**src/include/cfg_bank_pkg.sv**
```systemverilog
// Register map, field positions, reset values and timing for the configuration bank
package cfg_bank_pkg;

	localparam int ADDR_W = 4;
	localparam int DATA_W = 16;

	// Register addresses (word addresses on the register port)
	localparam logic [3:0] MODE_ADDR = 4'h2;
	localparam logic [3:0] CLOCK_ADDR = 4'h3;
	localparam logic [3:0] GAIN_ADDR = 4'h4;
	localparam logic [3:0] RSVD_ADDR = 4'h5;
	localparam logic [3:0] CFG_ADDR = 4'h6;
	localparam logic [3:0] STATUS_ADDR = 4'h1;

	// Reset values
	localparam logic [15:0] MODE_RST = 16'h0510;
	localparam logic [15:0] CLOCK_RST = 16'h030E;
	localparam logic [15:0] GAIN_RST = 16'h0000;
	localparam logic [15:0] RSVD_RST = 16'h0000;
	localparam logic [15:0] CFG_RST = 16'h0600;

	// Writable bit masks
	localparam logic [15:0] MODE_WMASK = 16'hFFFF;
	localparam logic [15:0] CLOCK_WMASK = 16'h03FF;
	localparam logic [15:0] GAIN_WMASK = 16'hFFFF;
	localparam logic [15:0] RSVD_WMASK = 16'hFFFF;
	localparam logic [15:0] CFG_WMASK = 16'hFFFF;

	// Mode register fields
	localparam int SRC_SEL_LSB = 2;
	localparam int IDLE_FLOAT_BIT = 1;
	localparam int PULSE_FMT_BIT = 0;

	// Clock register fields
	localparam int CHAN1_EN_BIT = 9;
	localparam int CHAN0_EN_BIT = 8;
	localparam int TURBO_BIT = 5;
	localparam int RATIO_LSB = 2;
	localparam int POWER_LSB = 0;

	// Gain register fields
	localparam int CHAN1_GAIN_LSB = 4;
	localparam int CHAN0_GAIN_LSB = 0;

	// Status flag positions
	localparam int FLAG1_BIT = 1;
	localparam int FLAG0_BIT = 0;

	// Fixed low pulse of the ready pin in pulse format
	localparam int PULSE_NS = 40;
	localparam int CLK_NS = 20;
	localparam int PULSE_CYC = (PULSE_NS + CLK_NS - 1) / CLK_NS;
	localparam logic [3:0] PULSE_CYC_W = 4'(PULSE_CYC);

	// Oversampling ratio values
	localparam logic [14:0] RATIO_TURBO = 15'h0040;
	localparam logic [14:0] RATIO_BASE = 15'h0080;
	localparam logic [14:0] RATIO_RST = 15'h0400;

	typedef enum logic [1:0]
	{
		SRC_LAGGING = 2'h0,
		SRC_ANY = 2'h1,
		SRC_LEADING = 2'h2,
		SRC_LEADING_ALT = 2'h3
	} src_sel_t;

	typedef enum logic [1:0]
	{
		POWER_VERY_LOW = 2'h0,
		POWER_LOW = 2'h1,
		POWER_HIGH_RES = 2'h2,
		POWER_HIGH_RES_ALT = 2'h3
	} power_level_t;

endpackage : cfg_bank_pkg

```
**src/cfg_word_reg.sv**
```systemverilog
// One configuration word with reset value and per-bit write mask
module cfg_word_reg
#(
	parameter logic [15:0] RST_VAL = 16'h0000,
	parameter logic [15:0] WMASK = 16'hFFFF
)
(
	input wire logic clk_i,
	input wire logic rst_n_i,
	input wire logic wr_i,
	input wire logic [15:0] wdata_i,
	output logic [15:0] q_o
);

	// Read-only bits keep their reset value whatever the host writes
	always_ff @(posedge clk_i or negedge rst_n_i)
	begin
		if (!rst_n_i)
			q_o <= RST_VAL;
		else if (wr_i)
			q_o <= (wdata_i & WMASK) | (q_o & ~WMASK);
	end

endmodule : cfg_word_reg

```
**src/cfg_register_bank.sv**
```systemverilog
// Configuration register bank with data-ready pin control
// Notes on behaviour
// Ready source 00 is the latest enabled channel, 01 any of them, 10 or 11 the earliest.
// With no result pending the pin is driven high for idle bit 0, released for 1.
// On new data the pin holds low for format bit 0, or gives one fixed low pulse for 1.
// Clock bit 9 enables channel 1 and resets set.
// Clock bit 8 enables channel 0 and resets set.
// Clock bits 15 to 10 always read zero.
// Clock bit 5 forces an oversampling ratio of 64, otherwise the ratio field decides.
// Ratio field bits 4:2 map 000..111 to 128..16384 and reset to 011.
// Power bits 1:0 give very-low, low, then high resolution for 10 and 11, reset 10.
// Gain bits 6:4 set channel 1 gain 1 to 128, reset gain 1.
// Gain bits 2:0 set channel 0 gain 1 to 128, reset gain 1.
// The host writes zeros to reserved gain and clock bits; the host model clears only gain bits 15:10, 7, 3 and clock bits 7:6.
// Address 5 is reserved, resets to zero, and the host writes only zeros there.
// The clock register resets to 030E and the gain register to zero.
// The register at address 6 resets to 0600.
// Status bit 1 and bit 0 are the channel 1 and channel 0 new-result flags.
// Writes leave read-only bits alone and a disabled channel is left out of the source.
module cfg_register_bank
	import cfg_bank_pkg::*;
(
	input wire logic clk_i,
	input wire logic rst_n_i,
	input wire logic wr_i,
	input wire logic rd_i,
	input wire logic [cfg_bank_pkg::ADDR_W-1:0] addr_i,
	input wire logic [cfg_bank_pkg::DATA_W-1:0] wdata_i,
	input wire logic chan1_done_i,
	input wire logic chan0_done_i,
	input wire logic result_read_i,
	output logic [cfg_bank_pkg::DATA_W-1:0] rdata_o,
	output logic result_ready_pin_o,
	output logic result_ready_pin_oe_o,
	output logic chan1_enable_o,
	output logic chan0_enable_o,
	output logic [14:0] oversample_ratio_o,
	output logic [1:0] power_level_o,
	output logic [2:0] chan1_amp_gain_o,
	output logic [2:0] chan0_amp_gain_o
);
	import cfg_bank_pkg::*;

	logic [15:0] mode_q;
	logic [15:0] clock_q;
	logic [15:0] gain_q;
	logic [15:0] rsvd_q;
	logic [15:0] cfg_q;
	logic [15:0] status_w;
	logic chan1_new_result_flag_r;
	logic chan0_new_result_flag_r;
	logic seen1_r;
	logic seen0_r;
	logic fire_nxt;
	logic frame_done;
	logic pin_low_nxt;
	logic pending_r;
	logic [3:0] pulse_cnt_r;
	logic [1:0] ready_source_select;
	logic ready_idle_float;
	logic ready_pulse_format;
	logic chan1_enable;
	logic chan0_enable;
	logic turbo_ratio_force;
	logic [2:0] oversample_ratio;
	logic [14:0] ratio_nxt;
	logic ev1;
	logic ev0;

	cfg_word_reg #(.RST_VAL(MODE_RST), .WMASK(MODE_WMASK)) u_mode
	(
		.clk_i(clk_i),
		.rst_n_i(rst_n_i),
		.wr_i(wr_i && addr_i == MODE_ADDR),
		.wdata_i(wdata_i),
		.q_o(mode_q)
	);

	// Upper bits are read-only zero and keep their value on write
	cfg_word_reg #(.RST_VAL(CLOCK_RST), .WMASK(CLOCK_WMASK)) u_clock
	(
		.clk_i(clk_i),
		.rst_n_i(rst_n_i),
		.wr_i(wr_i && addr_i == CLOCK_ADDR),
		.wdata_i(wdata_i),
		.q_o(clock_q)
	);

	// Reserved bits are stored as written; the host model clears gain bits 15:10, 7 and 3
	cfg_word_reg #(.RST_VAL(GAIN_RST), .WMASK(GAIN_WMASK)) u_gain
	(
		.clk_i(clk_i),
		.rst_n_i(rst_n_i),
		.wr_i(wr_i && addr_i == GAIN_ADDR),
		.wdata_i(wdata_i),
		.q_o(gain_q)
	);

	cfg_word_reg #(.RST_VAL(RSVD_RST), .WMASK(RSVD_WMASK)) u_rsvd
	(
		.clk_i(clk_i),
		.rst_n_i(rst_n_i),
		.wr_i(wr_i && addr_i == RSVD_ADDR),
		.wdata_i(wdata_i),
		.q_o(rsvd_q)
	);

	cfg_word_reg #(.RST_VAL(CFG_RST), .WMASK(CFG_WMASK)) u_cfg
	(
		.clk_i(clk_i),
		.rst_n_i(rst_n_i),
		.wr_i(wr_i && addr_i == CFG_ADDR),
		.wdata_i(wdata_i),
		.q_o(cfg_q)
	);

	assign ready_source_select = mode_q[SRC_SEL_LSB +: 2];
	assign ready_idle_float = mode_q[IDLE_FLOAT_BIT];
	assign ready_pulse_format = mode_q[PULSE_FMT_BIT];
	assign chan1_enable = clock_q[CHAN1_EN_BIT];
	assign chan0_enable = clock_q[CHAN0_EN_BIT];
	assign turbo_ratio_force = clock_q[TURBO_BIT];
	assign oversample_ratio = clock_q[RATIO_LSB +: 3];

	// Done strobes from a disabled converter are ignored
	assign ev1 = chan1_done_i && chan1_enable;
	assign ev0 = chan0_done_i && chan0_enable;

	// Ratio is 128 shifted by the code unless turbo forces 64
	always_comb
	begin
		if (turbo_ratio_force)
			ratio_nxt = RATIO_TURBO;
		else
			ratio_nxt = RATIO_BASE << oversample_ratio;
	end

	always_ff @(posedge clk_i or negedge rst_n_i)
	begin
		if (!rst_n_i)
		begin
			chan1_enable_o <= CLOCK_RST[CHAN1_EN_BIT];
			chan0_enable_o <= CLOCK_RST[CHAN0_EN_BIT];
			oversample_ratio_o <= RATIO_RST;
			power_level_o <= POWER_HIGH_RES;
			chan1_amp_gain_o <= GAIN_RST[CHAN1_GAIN_LSB +: 3];
			chan0_amp_gain_o <= GAIN_RST[CHAN0_GAIN_LSB +: 3];
		end
		else
		begin
			chan1_enable_o <= chan1_enable;
			chan0_enable_o <= chan0_enable;
			oversample_ratio_o <= ratio_nxt;
			// Code 11 is folded onto 10 so the analog side sees one high-res code
			if (clock_q[POWER_LSB +: 2] == POWER_HIGH_RES_ALT)
				power_level_o <= POWER_HIGH_RES;
			else
				power_level_o <= clock_q[POWER_LSB +: 2];
			chan1_amp_gain_o <= gain_q[CHAN1_GAIN_LSB +: 3];
			chan0_amp_gain_o <= gain_q[CHAN0_GAIN_LSB +: 3];
		end
	end

	// New-result flags; a fresh result wins over a clearing read
	always_ff @(posedge clk_i or negedge rst_n_i)
	begin
		if (!rst_n_i)
		begin
			chan1_new_result_flag_r <= 1'b0;
			chan0_new_result_flag_r <= 1'b0;
		end
		else
		begin
			if (ev1)
				chan1_new_result_flag_r <= 1'b1;
			else if (result_read_i)
				chan1_new_result_flag_r <= 1'b0;
			if (ev0)
				chan0_new_result_flag_r <= 1'b1;
			else if (result_read_i)
				chan0_new_result_flag_r <= 1'b0;
		end
	end

	// Per-frame record of which enabled channels have finished
	always_ff @(posedge clk_i or negedge rst_n_i)
	begin
		if (!rst_n_i)
		begin
			seen1_r <= 1'b0;
			seen0_r <= 1'b0;
		end
		else if (frame_done)
		begin
			seen1_r <= 1'b0;
			seen0_r <= 1'b0;
		end
		else
		begin
			seen1_r <= seen1_r | ev1;
			seen0_r <= seen0_r | ev0;
		end
	end

	// A frame closes once every enabled channel has reported; the frame, not a fire,
	// clears the record, so the leading source gives one event per frame
	assign frame_done = (ev1 || ev0)
		&& (!chan1_enable || seen1_r || ev1)
		&& (!chan0_enable || seen0_r || ev0);

	// Decide when the pin signals new data
	always_comb
	begin
		fire_nxt = 1'b0;
		unique case (src_sel_t'(ready_source_select))
			SRC_LAGGING:
				fire_nxt = frame_done;
			SRC_ANY:
				fire_nxt = ev1 || ev0;
			SRC_LEADING, SRC_LEADING_ALT:
				// First enabled channel to finish; later ones of the same frame are ignored
				fire_nxt = (ev1 || ev0) && !seen1_r && !seen0_r;
		endcase
	end

	// Pending holds from the event until the host reads the result
	always_ff @(posedge clk_i or negedge rst_n_i)
	begin
		if (!rst_n_i)
			pending_r <= 1'b0;
		else if (fire_nxt)
			pending_r <= 1'b1;
		else if (result_read_i)
			pending_r <= 1'b0;
	end

	always_ff @(posedge clk_i or negedge rst_n_i)
	begin
		if (!rst_n_i)
			pulse_cnt_r <= 4'h0;
		else if (fire_nxt)
			pulse_cnt_r <= PULSE_CYC_W;
		else if (pulse_cnt_r != 4'h0)
			pulse_cnt_r <= pulse_cnt_r - 4'h1;
	end

	// Low from a fire, then for the pulse or until the host reads
	always_comb
	begin
		if (ready_pulse_format)
			pin_low_nxt = fire_nxt || pulse_cnt_r > 4'h1;
		else
			pin_low_nxt = fire_nxt || (pending_r && !result_read_i);
	end

	// Pin drive; a low is always actively driven even in float mode
	always_ff @(posedge clk_i or negedge rst_n_i)
	begin
		if (!rst_n_i)
		begin
			result_ready_pin_o <= 1'b1;
			result_ready_pin_oe_o <= 1'b1;
		end
		else
		begin
			result_ready_pin_o <= !pin_low_nxt;
			result_ready_pin_oe_o <= pin_low_nxt || !ready_idle_float;
		end
	end

	assign status_w = {14'h0000, chan1_new_result_flag_r, chan0_new_result_flag_r};

	// Registered read port; unmapped addresses read zero
	always_ff @(posedge clk_i or negedge rst_n_i)
	begin
		if (!rst_n_i)
			rdata_o <= 16'h0000;
		else if (rd_i)
		begin
			unique case (addr_i)
				STATUS_ADDR: rdata_o <= status_w;
				MODE_ADDR: rdata_o <= mode_q;
				CLOCK_ADDR: rdata_o <= clock_q & CLOCK_WMASK;
				GAIN_ADDR: rdata_o <= gain_q;
				RSVD_ADDR: rdata_o <= rsvd_q;
				CFG_ADDR: rdata_o <= cfg_q;
				default: rdata_o <= 16'h0000;
			endcase
		end
	end

endmodule : cfg_register_bank

```
**config.mk**
```make
export PLATFORM = sky130hd
export DESIGN_NAME = cfg_register_bank
export DESIGN_NICKNAME = d
export VERILOG_FILES = /design/src/include/cfg_bank_pkg.sv /design/src/cfg_word_reg.sv /design/src/cfg_register_bank.sv
export SDC_FILE = /design/constraint.sdc
export NUM_CORES = 1
export LEC_CHECK = 0
export BUFFER_PORTS_ARGS = -buffer_cell sky130_fd_sc_hd__buf_2
export CORE_ASPECT_RATIO = 1.75
export CORE_MARGIN = 10
export CORE_UTILIZATION = 35
export DETAILED_ROUTE_END_ITERATION = 16
export RECOVER_POWER = 100
export SYNTH_ARGS = -nofsm -noshare
export SYNTH_HDL_FRONTEND = slang
export SYNTH_SLANG_ARGS = --single-unit
export TNS_END_PERCENT = 1
```
**constraint.sdc**
```tcl
create_clock -name clk_i -period 2.2 [get_ports clk_i]
set_input_delay 0.11 -clock clk_i [delete_from_list [all_inputs] [get_ports clk_i]]
set_output_delay 0.11 -clock clk_i [all_outputs]
set_load 0.01 [all_outputs]
```
==> reports/qor.csv, run 1 <==
metric,value,unit
GR Util met2,0.216,
maximum VDD drop,484,uV
initial antenna violation count,0,
clock group share of total power,0.413,
Post-synth EDFFs,0,
worst setup path end,result_ready_pin_oe_o$_DFF_PN1_,
NetSw,0.00187,W
routed wire length,12.7,mm
FF-to-FF End,result_ready_pin_oe_o$_DFF_PN1_,
initial core utilization,0.359,
share of cells above drive strength 1,0.256,
Critical Path RT,2530,ps
Reg power frac,0.443,
Ant. Diodes,0,
nets,488,
footprint of the multi-input gates,0.00180,sq mm
clock latency on the worst-skew pair,410,ps
Hold Crit Start,wdata_i[5],
Netlist cell types,49,
Reg2Reg Setup Slack,270,ps
post-synthesis average cell area,13.8,sq um
status,"finished, final reports clean",
GRT Total Usage,0.127,
Post-synth top flop,dfrtp_1,
overall power,0.00691,W
Max Cap Viol,0,
asr flop ratio synth,1.00,
wire per inst,19.4,um
post-route ant nets,0,
vias,3344,
M1 GR Usage,0.141,
CTS root buf,clkbuf_16,
Power Dens Cells,1110,mW/mm^2
largest net degree at the start of global routing,98,
final period demand of the worst path,1930,ps
Placer Congestion,0.803,
P&R area growth vs syn,20.2,%
GR peak layer,met2,
H-tree depth,4,
vias per cell,5.13,
drt pass-1 iters,4,
HP Class,in -> reg,
Setup TNS Final,0,ps
Sw Share,0.271,
first-pass GRT wire length,20.5,mm
max incr delay on CP,640,ps
Critical Path Start Type,flip-flop,
Worst Reg-to-Reg Cells,4,
cell area after synthesis,0.00518,sq mm
placed wire-length estimate,8.67,mm
Int Pwr,0.00504,W
die width,112,um
crit path max-delay cell type,dfstp_1,
M3 GR Usage,0.0325,
clock sink count,120,
CTS tree,done,
critical path depth in cells,4,
clock-pin slew on the worst setup and hold paths,60,ps
Final setup viols,0,
CP Cell Sequence,"inv_1, o311ai_1, a211oi_1, or4_1",
RSZ-0062 raised after global routing,no,
CTS buffer count,17,
worst path arrival time,2260,ps
Max Fclk,518,MHz
Comb pwr share,0.145,
Final Skew,6.70,ps
CTS Buffer Depth,2,
IO Pins,70,
crit-path leading delay family,compound AO/OA/AOI/OAI gates,
Port-buffer cells,63,
row cnt,58,
"Max FO, Critical Path",6,
Final period util,0.878,
CP endpoint kind,flip-flop,
#FFs+latches synth,120,
critical path class,reg -> reg,
vias in the first global route,3711,
P_leak,2.69,nW
Chip Height,181,um
filler instances,1387,
cells after synthesis,375,
post-synthesis sequential area ratio,0.584,
r2r startpoint,u_clock.q_o[9]$_DFFE_PN1P_,
max_slew headroom,0.0826,
Slew @ Worst Pin,1380,ps
core box area,0.0144,sq mm
Syn. warnings,0,
Fin. Hold Viols,0,
residual DRC count,0,
gr ovfl total,0,
Die ar.,0.0203,sq mm
"Slew Viols, Final",0,
register area,0.00302,sq mm
WP buf/inv,1,
crit path from,u_clock.q_o[9]$_DFFE_PN1P_,
1st-iter DRT viols,233,
post-CTS resize count,0,
## power by group through the flow
stage	sequential [W]	combinational, W	clock (W)
after detailed placement	0.00310	0.00109	0
final	0.00306	0.000999	0.00285
after global routing	0.00312	0.00113	0.00300
after global placement	0.00308	0.00105	0
after CTS	0.00307	0.00112	0.00289
after floorplan	0.00304	0.000722	0
## cell type report
class,instances,area share
clock buffer,18,0.0706
clock inverter,14,0.0281
inverter,20,0.0121
timing repair buffer,86,0.0776
sequential,120,0.486
tap,180,0.0362
multi-input combinational,214,0.290
## worst min-delay path by stage
stage                                       endpoint  depth (start not counted)
floorplan              chan0_amp_gain_o[0]$_DFF_PN0_                          0
global placement     oversample_ratio_o[9]$_DFF_PN0_                          1
detailed placement  oversample_ratio_o[14]$_DFF_PN0_                          1
CTS                        u_rsvd.q_o[4]$_DFFE_PN0P_                          2
global route               u_mode.q_o[5]$_DFFE_PN0P_                          2
finish                     u_mode.q_o[5]$_DFFE_PN0P_                          2
## cells in the final DEF (no fill, tap or decap), types with 3 or more instances in the layout
| master | n |
|---|---|
| inv_1 | 20 |
| dfstp_2 | 11 |
| bufinv_16 | 3 |
| o2bb2ai_1 | 8 |
| mux2_2 | 41 |
| a222oi_1 | 7 |
| dfstp_1 | 5 |
| nand2b_1 | 5 |
| conb_1 | 6 |
| buf_4 | 7 |
| nand3_1 | 5 |
| dfrtp_1 | 104 |
| dlygate4sd3_1 | 14 |
| buf_2 | 24 |
| mux2_1 | 34 |
| clkinv_4 | 3 |
| o22ai_1 | 14 |
| a221oi_1 | 8 |
| clkinvlp_4 | 6 |
| a21boi_0 | 5 |
| clkbuf_1 | 40 |
| nand2_1 | 15 |
| nor3_1 | 10 |
| nor2_1 | 9 |
| clkbuf_16 | 17 |
| o21ai_0 | 5 |
| mux2i_1 | 10 |
## sequential cells by signal, indices dropped and copies added, names as in the netlist, 3 cells and up
name / cells
rdata_o: 16
u_cfg.q_o: 16
u_gain.q_o: 16
u_mode.q_o: 16
u_rsvd.q_o: 16
u_clock.q_o: 10
oversample_ratio_o: 9
pulse_cnt_r: 4
chan0_amp_gain_o: 3
chan1_amp_gain_o: 3
## layer usage
metal / wire length [um] / share of wire / up-vias
met2: 6770 / 0.53 / 79
li1: - / - / 1518
met3: 502 / 0.040 / 21
met4: 386 / 0.030 / 0
met1: 5010 / 0.40 / 1726
met5: 0 / 0 / -
## stage by stage
step                setup WS [ps]  utilization  hold slack (ps)  cells  area [sq um]
finish                        268        0.431             1.16    652          6220
global route                  102        0.431             5.99    652          6220
CTS                           335        0.444             4.03    652          6410
detailed placement            357        0.392             35.9    606          5650
global placement              406        0.392             25.7    606          5650
floorplan                     573            -             -186    380          5200
## logic make-up after synthesis
| logic type | synth area share |
|---|---|
| and+or+nand+nor | 0.0739 |
| DFF | 0.584 |
| AOI/OAI and AO/OA | 0.0865 |
| buffers and inverters | 0.0495 |
| other | 0.000724 |
| muxes | 0.199 |
| adders and majority gates | 0.00483 |
| xor gates and xnor gates | 0.00169 |
## Yosys cell counts, types with 7 or more instances
cell | count | share of area
mux2_4 | 20 | 0.058
nor2_1 | 9 | 0.0065
mux2_1 | 15 | 0.033
mux2i_1 | 10 | 0.019
dfstp_2 | 16 | 0.081
o22ai_1 | 14 | 0.017
nor3_1 | 10 | 0.0097
mux2_2 | 41 | 0.089
buf_4 | 10 | 0.014
buf_2 | 7 | 0.0068
a221oi_1 | 8 | 0.014
a222oi_1 | 7 | 0.014
nand2_1 | 10 | 0.0072
o2bb2ai_1 | 8 | 0.014
dfrtp_1 | 104 | 0.50
inv_1 | 20 | 0.014
## repair_timing
action,CTS,global route
hold buffers,14,0
buffers inserted,0,0
hold endpoints to repair,61,0
Note: power is estimated with default switching activity, not from simulation.
==> run 2, diff against run 1 <==
--- a/config.mk
+++ b/config.mk
@@ -8,8 +8,9 @@
 export BUFFER_PORTS_ARGS = -buffer_cell sky130_fd_sc_hd__buf_2
 export CORE_ASPECT_RATIO = 1.75
 export CORE_MARGIN = 10
-export CORE_UTILIZATION = 35
+export CORE_UTILIZATION = 54
 export DETAILED_ROUTE_END_ITERATION = 16
+export PLACE_DENSITY = 0.76
 export RECOVER_POWER = 100
 export SYNTH_ARGS = -nofsm -noshare
 export SYNTH_HDL_FRONTEND = slang
==> constraint.sdc (replaced) <==
create_clock -name clk_i -period 2.25 [get_ports clk_i]
set_input_delay 0.1125 -clock clk_i [delete_from_list [all_inputs] [get_ports clk_i]]
set_output_delay 0.1125 -clock clk_i [all_outputs]
set_load 0.01 [all_outputs]
==> run 2 against run 1 <==
The run now ends with negative hold slack left. Via count grew 0.81%. Global-route usage grew 6.1 points. Final area down 1.3%. Routed wire length is 3.9% lower. Clock power is 11% lower. Combinational power is essentially flat. Total power shrank 5.1%. Clock skew increased by 1.1 ps. Critical endpoint is now u_cfg.q_o[6]$_DFFE_PN0P_. Largest power group unchanged.
==> reports/qor.csv, run 2 (synthesis results as in run 1) <==
metric,value,unit,change
status,finished with violations,,
violated checks,negative hold slack,,
r2r startpoint,u_clock.q_o[9]$_DFFE_PN1P_,,
P&R area growth vs syn,18.7,%,
Setup TNS Final,0,ps,unchanged
Final Skew,7.79,ps,+1.10 ps
Port-buffer cells,63,,unchanged
worst hold margin,-7.86,ps,-9.01 ps
Max Fclk,502,MHz,
clock group share of total power,0.389,,-0.024
Comb pwr share,0.153,,+0.008
drt pass-1 iters,6,,+2
HP Class,in -> reg,,
Finished Core Util,0.653,,+0.222
gr ovfl total,0,,unchanged
IO Pins,70,,unchanged
initial antenna violation count,3,,+3
placed wire-length estimate,8.13,mm,-6.3%
Reg2Reg Setup Slack,420,ps,+150 ps
Sw Share,0.267,,-0.00387
"Max FO, Critical Path",18,,+12
Reg power frac,0.458,,+0.015
row cnt,47,,-19%
routed wire length,12.2,mm,-3.9%
CP endpoint kind,flip-flop,,
CTS root buf,clkbuf_16,,
clock latency on the worst-skew pair,410,ps,about the same
"commonest non-fill, non-tap cell in the layout",dfrtp_1,,
core box area,0.00941,sq mm,-35%
residual DRC count,0,,unchanged
1st-iter DRT viols,171,,-27%
nets,487,,-0.20%
Slew @ Worst Pin,1080,ps,-299 ps
"commonest non-fill, non-tap cells in the layout","dfrtp_1 (104), mux2_2 (41), clkbuf_1 (39)",,
post-route ant nets,0,,unchanged
Chip Height,150,um,-17%
RSZ-0062 raised after global routing,no,,
vias,3371,,+0.81%
max_slew headroom,0.282,,+0.199
Final setup viols,0,,unchanged
critical path class,in -> reg,,
Max Cap Viol,0,,unchanged
clock sink count,120,,unchanged
largest net degree at the start of global routing,59,,-40%
Worst Reg-to-Reg Cells,4,,unchanged
share of cells above drive strength 1,0.270,,+0.0139
Int Pwr,0.00481,W,-4.6%
P_leak,2.73,nW,+1.3%
Power Dens Cells,1070,mW/mm^2,-3.9%
worst path arrival time,2280,ps,+20 ps
GRT Total Usage,0.189,,+0.0612
Die ar.,0.0141,sq mm,-31%
initial core utilization,0.550,,+0.192
die width,94.0,um,-16%
clock-pin slew on the worst setup and hold paths,50,ps,about the same
worst setup path end,u_cfg.q_o[6]$_DFFE_PN0P_,,
first-pass GRT wire length,20.3,mm,-0.61%
Placer Congestion,0.824,,+2.7%
vias per cell,5.68,,+11%
wire per inst,20.5,um,+5.5%
Post-Place Cells,548,,-9.6%
filler instances,736,,-47%
CTS Buffer Depth,2,,unchanged
Critical Path Start Type,input pin,,
NetSw,0.00175,W,-6.5%
Fin. Hold Viols,2,,+2
FF-to-FF End,result_ready_pin_oe_o$_DFF_PN1_,,
final std cells w/o fill,594,,-8.9%
final period demand of the worst path,1990,ps,
CTS buffer count,17,,unchanged
maximum VDD drop,631,uV,+31%
H-tree depth,4,,unchanged
"Slew Viols, Final",0,,unchanged
vias in the first global route,3770,,+1.6%
crit path from,addr_i[2],,
Final period util,0.886,,
Critical Path RT,2540,ps,about the same
CTS tree,done,,
post-CTS resize count,0,,unchanged
run 2: how the worst min path moves through the flow:
stage                                          endpoint          from  slack (ps)  cells past startpoint
detailed placement     oversample_ratio_o[14]$_DFF_PN0_       rst_n_i          80                      1
floorplan                 chan0_amp_gain_o[0]$_DFF_PN0_       rst_n_i        -180                      0
global placement       oversample_ratio_o[14]$_DFF_PN0_       rst_n_i          70                      1
CTS                 chan1_new_result_flag_r$_DFFE_PN0P_  chan1_done_i           3                      3
finish                        u_gain.q_o[5]$_DFFE_PN0P_    wdata_i[5]          -8                      2
global route                  u_mode.q_o[5]$_DFFE_PN0P_    wdata_i[5]           7                      2
run 2: area by class of cell:
cell class | instances | area [sq um] | share of cell area
Antenna cell | 2 | 5.00 | 0.000814
Clock buffer | 23 | 498 | 0.0810
Clock inverter | 8 | 70.1 | 0.0114
Timing Repair Buffer | 85 | 475 | 0.0774
Inverter | 20 | 75.1 | 0.0122
Tap cell | 122 | 153 | 0.0248
Sequential cell | 120 | 3020 | 0.492
Multi-Input combinational cell | 214 | 1850 | 0.300
run 2: worst max-delay path, cell delays in order:
cell      delay (ps)
clkbuf_1         770
and4bb_1         350
nand2_1          510
mux2_1           520
run 2: timing repair:
action / 4_1_cts / 5_1_grt
buffers inserted: 0 / 0
hold endpoints to repair: 69 / 0
hold buffers: 13 / 0
run 2: layer usage:
| metal | vias up | wire (um) | track usage |
|---|---|---|---|
| met5 | - | 7 | 0 |
| met1 | 1720 | 4540 | 0.204 |
| met2 | 104 | 6730 | 0.328 |
| li1 | 1526 | - | - |
| met4 | 2 | 265 | 0.0870 |
| met3 | 19 | 629 | 0.0547 |
run 2: per-stage QoR:
stage,cell area (sq um),power [W],worst slack [ps]
after global routing,6150,0.00690,201
after detailed placement,5590,0.00410,443
after floorplan,5200,0.00368,623
final,6150,0.00656,258
after global placement,5590,0.00402,486
after CTS,6290,0.00670,442
run 2: power groups by stage:
stage / Sequential, W / Combinational, W / Clock [W]
floorplan: 0.00298 / 0.000706 / 0
global placement: 0.00300 / 0.00102 / 0
detailed placement: 0.00303 / 0.00108 / 0
CTS: 0.00301 / 0.00111 / 0.00259
global route: 0.00306 / 0.00113 / 0.00271
finish: 0.00300 / 0.00100 / 0.00255
==> run 3, diff against run 2 <==
--- a/config.mk
+++ b/config.mk
@@ -7,7 +7,7 @@
 export LEC_CHECK = 0
 export BUFFER_PORTS_ARGS = -buffer_cell sky130_fd_sc_hd__buf_2
 export CORE_ASPECT_RATIO = 1.75
-export CORE_MARGIN = 10
+export CORE_MARGIN = 2
 export CORE_UTILIZATION = 54
 export DETAILED_ROUTE_END_ITERATION = 16
 export PLACE_DENSITY = 0.76
==> run 3 against run 2 <==
The flow still finishes with violations (negative hold slack). Critical path depth increased by 2. First-iteration DRC count increased by 15%. Final cell count increased by 1.0%. Non-clock buffer count increased by 7. Clock skew increased by 1.3 ps. Global-route usage increased by 4.7 points. Critical endpoint is now rdata_o[10]$_DFFE_PN0P_.
==> reports/qor.csv, run 3 (synthesis results as in run 1) <==
metric,value,unit,change
Final period util,0.890,,+0.00425
first-pass GRT wire length,18.6,mm,-8.7%
worst path arrival time,2320,ps,+40 ps
core box area,0.00941,sq mm,unchanged
Power Dens Cells,1100,mW/mm^2,+2.9%
Reg power frac,0.435,,-0.023
Final setup viols,0,,unchanged
initial antenna violation count,0,,-3
CTS root buf,clkbuf_16,,
share of cells above drive strength 1,0.266,,-0.00452
hold_buf cts,17,,+4
maximum VDD drop,663,uV,+5.0%
critical path class,in -> reg,,
violated checks,negative hold slack,,
Sw Share,0.257,,-0.0100
gr ovfl total,0,,unchanged
placed wire-length estimate,7.32,mm,-9.9%
max_slew headroom,0.201,,-0.0807
overall power,0.00687,W,+4.8%
RSZ-0062 raised after global routing,no,,
nets,494,,+1.4%
CTS tree,done,,
CTS Buffer Depth,2,,unchanged
die width,78.0,um,-17%
clock sink count,120,,unchanged
CP endpoint kind,flip-flop,,
vias per cell,5.67,,-0.15%
Final Skew,9.08,ps,+1.28 ps
Reg2Reg Setup Slack,290,ps,-130 ps
Chip Height,134,um,-11%
P&R area growth vs syn,20.8,%,
"commonest non-fill, non-tap cell in the layout",dfrtp_1,,
residual DRC count,0,,unchanged
routed wire length,11.3,mm,-7.5%
post-route ant nets,0,,unchanged
Critical Path Start Type,input pin,,
postcts setup bufs,0,,unchanged
clock group share of total power,0.422,,+0.033
CTS buffer count,17,,unchanged
wire per inst,18.8,um,-8.4%
status,finished with violations,,
Max Cap Viol,0,,unchanged
Placer Congestion,0.835,,+1.3%
drt pass-1 iters,4,,-2
worst hold margin,-4.81,ps,+3.05 ps
Int Pwr,0.00511,W,+6.2%
NetSw,0.00176,W,+0.85%
clock-pin slew on the worst setup and hold paths,50,ps,about the same
final period demand of the worst path,2000,ps,+9.56 ps
post-CTS resize count,0,,unchanged
"commonest non-fill, non-tap cells in the layout","dfrtp_1 (104), mux2_2 (41), clkbuf_1 (41)",,
r2r startpoint,u_clock.q_o[9]$_DFFE_PN1P_,,
Comb pwr share,0.144,,-0.009
P_leak,2.77,nW,+1.4%
worst setup path end,rdata_o[10]$_DFFE_PN0P_,,
vias,3400,,+0.86%
"Slew Viols, Final",0,,unchanged
Max Fclk,500,MHz,-0.48%
Slew @ Worst Pin,1200,ps,+121 ps
crit path from,addr_i[2],,
IO Pins,70,,unchanged
1st-iter DRT viols,197,,+15%
Ant. Diodes,0,,-2
GRT Total Usage,0.236,,+0.0472
Port-buffer cells,63,,unchanged
H-tree depth,4,,unchanged
Die ar.,0.0104,sq mm,-26%
Hold Path Depth,2,,unchanged
vias in the first global route,3701,,-1.8%
Setup TNS Final,0,ps,unchanged
Critical Path RT,2570,ps,+30 ps
FF-to-FF End,result_ready_pin_oe_o$_DFF_PN1_,,
Fin. Hold Viols,1,,-1
initial core utilization,0.550,,unchanged
HP Class,in -> reg,,
largest net degree at the start of global routing,51,,-14%
row cnt,47,,unchanged
"Max FO, Critical Path",18,,unchanged
clock latency on the worst-skew pair,420,ps,about the same
Worst Reg-to-Reg Cells,4,,unchanged
## run 3: cell count changes in the layout (fill, tap and decap cells not counted), sizes merged
cell / change
bufinv: +3
clkinvlp: +1
diode: -2
clkinv: -1
dlygate4sd3: +5
## run 3: final cells by class
class                           instances  area (sq um)
Multi-Input combinational cell        214          1830
Clock buffer                           21           470
Fill cell                             738          3150
Tap cell                              122           153
Inverter                               20          75.1
Sequential cell                       120          3020
Clock inverter                         11           170
Timing Repair Buffer                   92           533
## run 3: worst max-delay path, stage by stage
cell	delay (ps)
clkbuf_1	770
nor4b_1	620
buf_4	360
a222oi_1	130
a21boi_0	170
o22ai_1	150
## run 3: routing by layer
layer,vias up,global-route usage,part of all wire
met4,0,0.113,0.023
met3,24,0.0671,0.040
met2,83,0.401,0.54
met1,1757,0.271,0.39
li1,1536,-,-
met5,-,0,0
## run 3: worst min path at each step
| stage | from | endpoint | slack, ps |
|---|---|---|---|
| 2_1_floorplan | rst_n_i | chan0_amp_gain_o[0]$_DFF_PN0_ | -180 |
| 3_3_place_gp | rst_n_i | oversample_ratio_o[14]$_DFF_PN0_ | 160 |
| 3_5_place_dp | rst_n_i | oversample_ratio_o[13]$_DFF_PN0_ | 170 |
| 4_1_cts | chan1_done_i | chan1_new_result_flag_r$_DFFE_PN0P_ | 1 |
| 6_report | wdata_i[5] | u_mode.q_o[5]$_DFFE_PN0P_ | -5 |
| 5_1_grt | wdata_i[5] | u_mode.q_o[5]$_DFFE_PN0P_ | 2 |
## run 3: stage by stage
stage                     cell area (sq um)  cells  hold slack (ps)   util  setup slack [ps]
after global placement                 5590    550              156  0.594               421
final                                  6260    600            -4.81  0.665               248
after CTS                              6400    599             1.39  0.680               352
after detailed placement               5590    550              168  0.594               329
after global routing                   6260    600             1.80  0.665               103
after floorplan                        5200    380             -183      -               623
## run 3: power by group through the flow
stage          clock, W  combinational [W]  sequential [W]
4_1_cts         0.00292            0.00109         0.00299
3_5_place_dp          0            0.00106         0.00301
2_1_floorplan         0           0.000706         0.00298
3_3_place_gp          0            0.00100         0.00300
6_report        0.00290           0.000986         0.00299
5_1_grt         0.00302            0.00110         0.00305
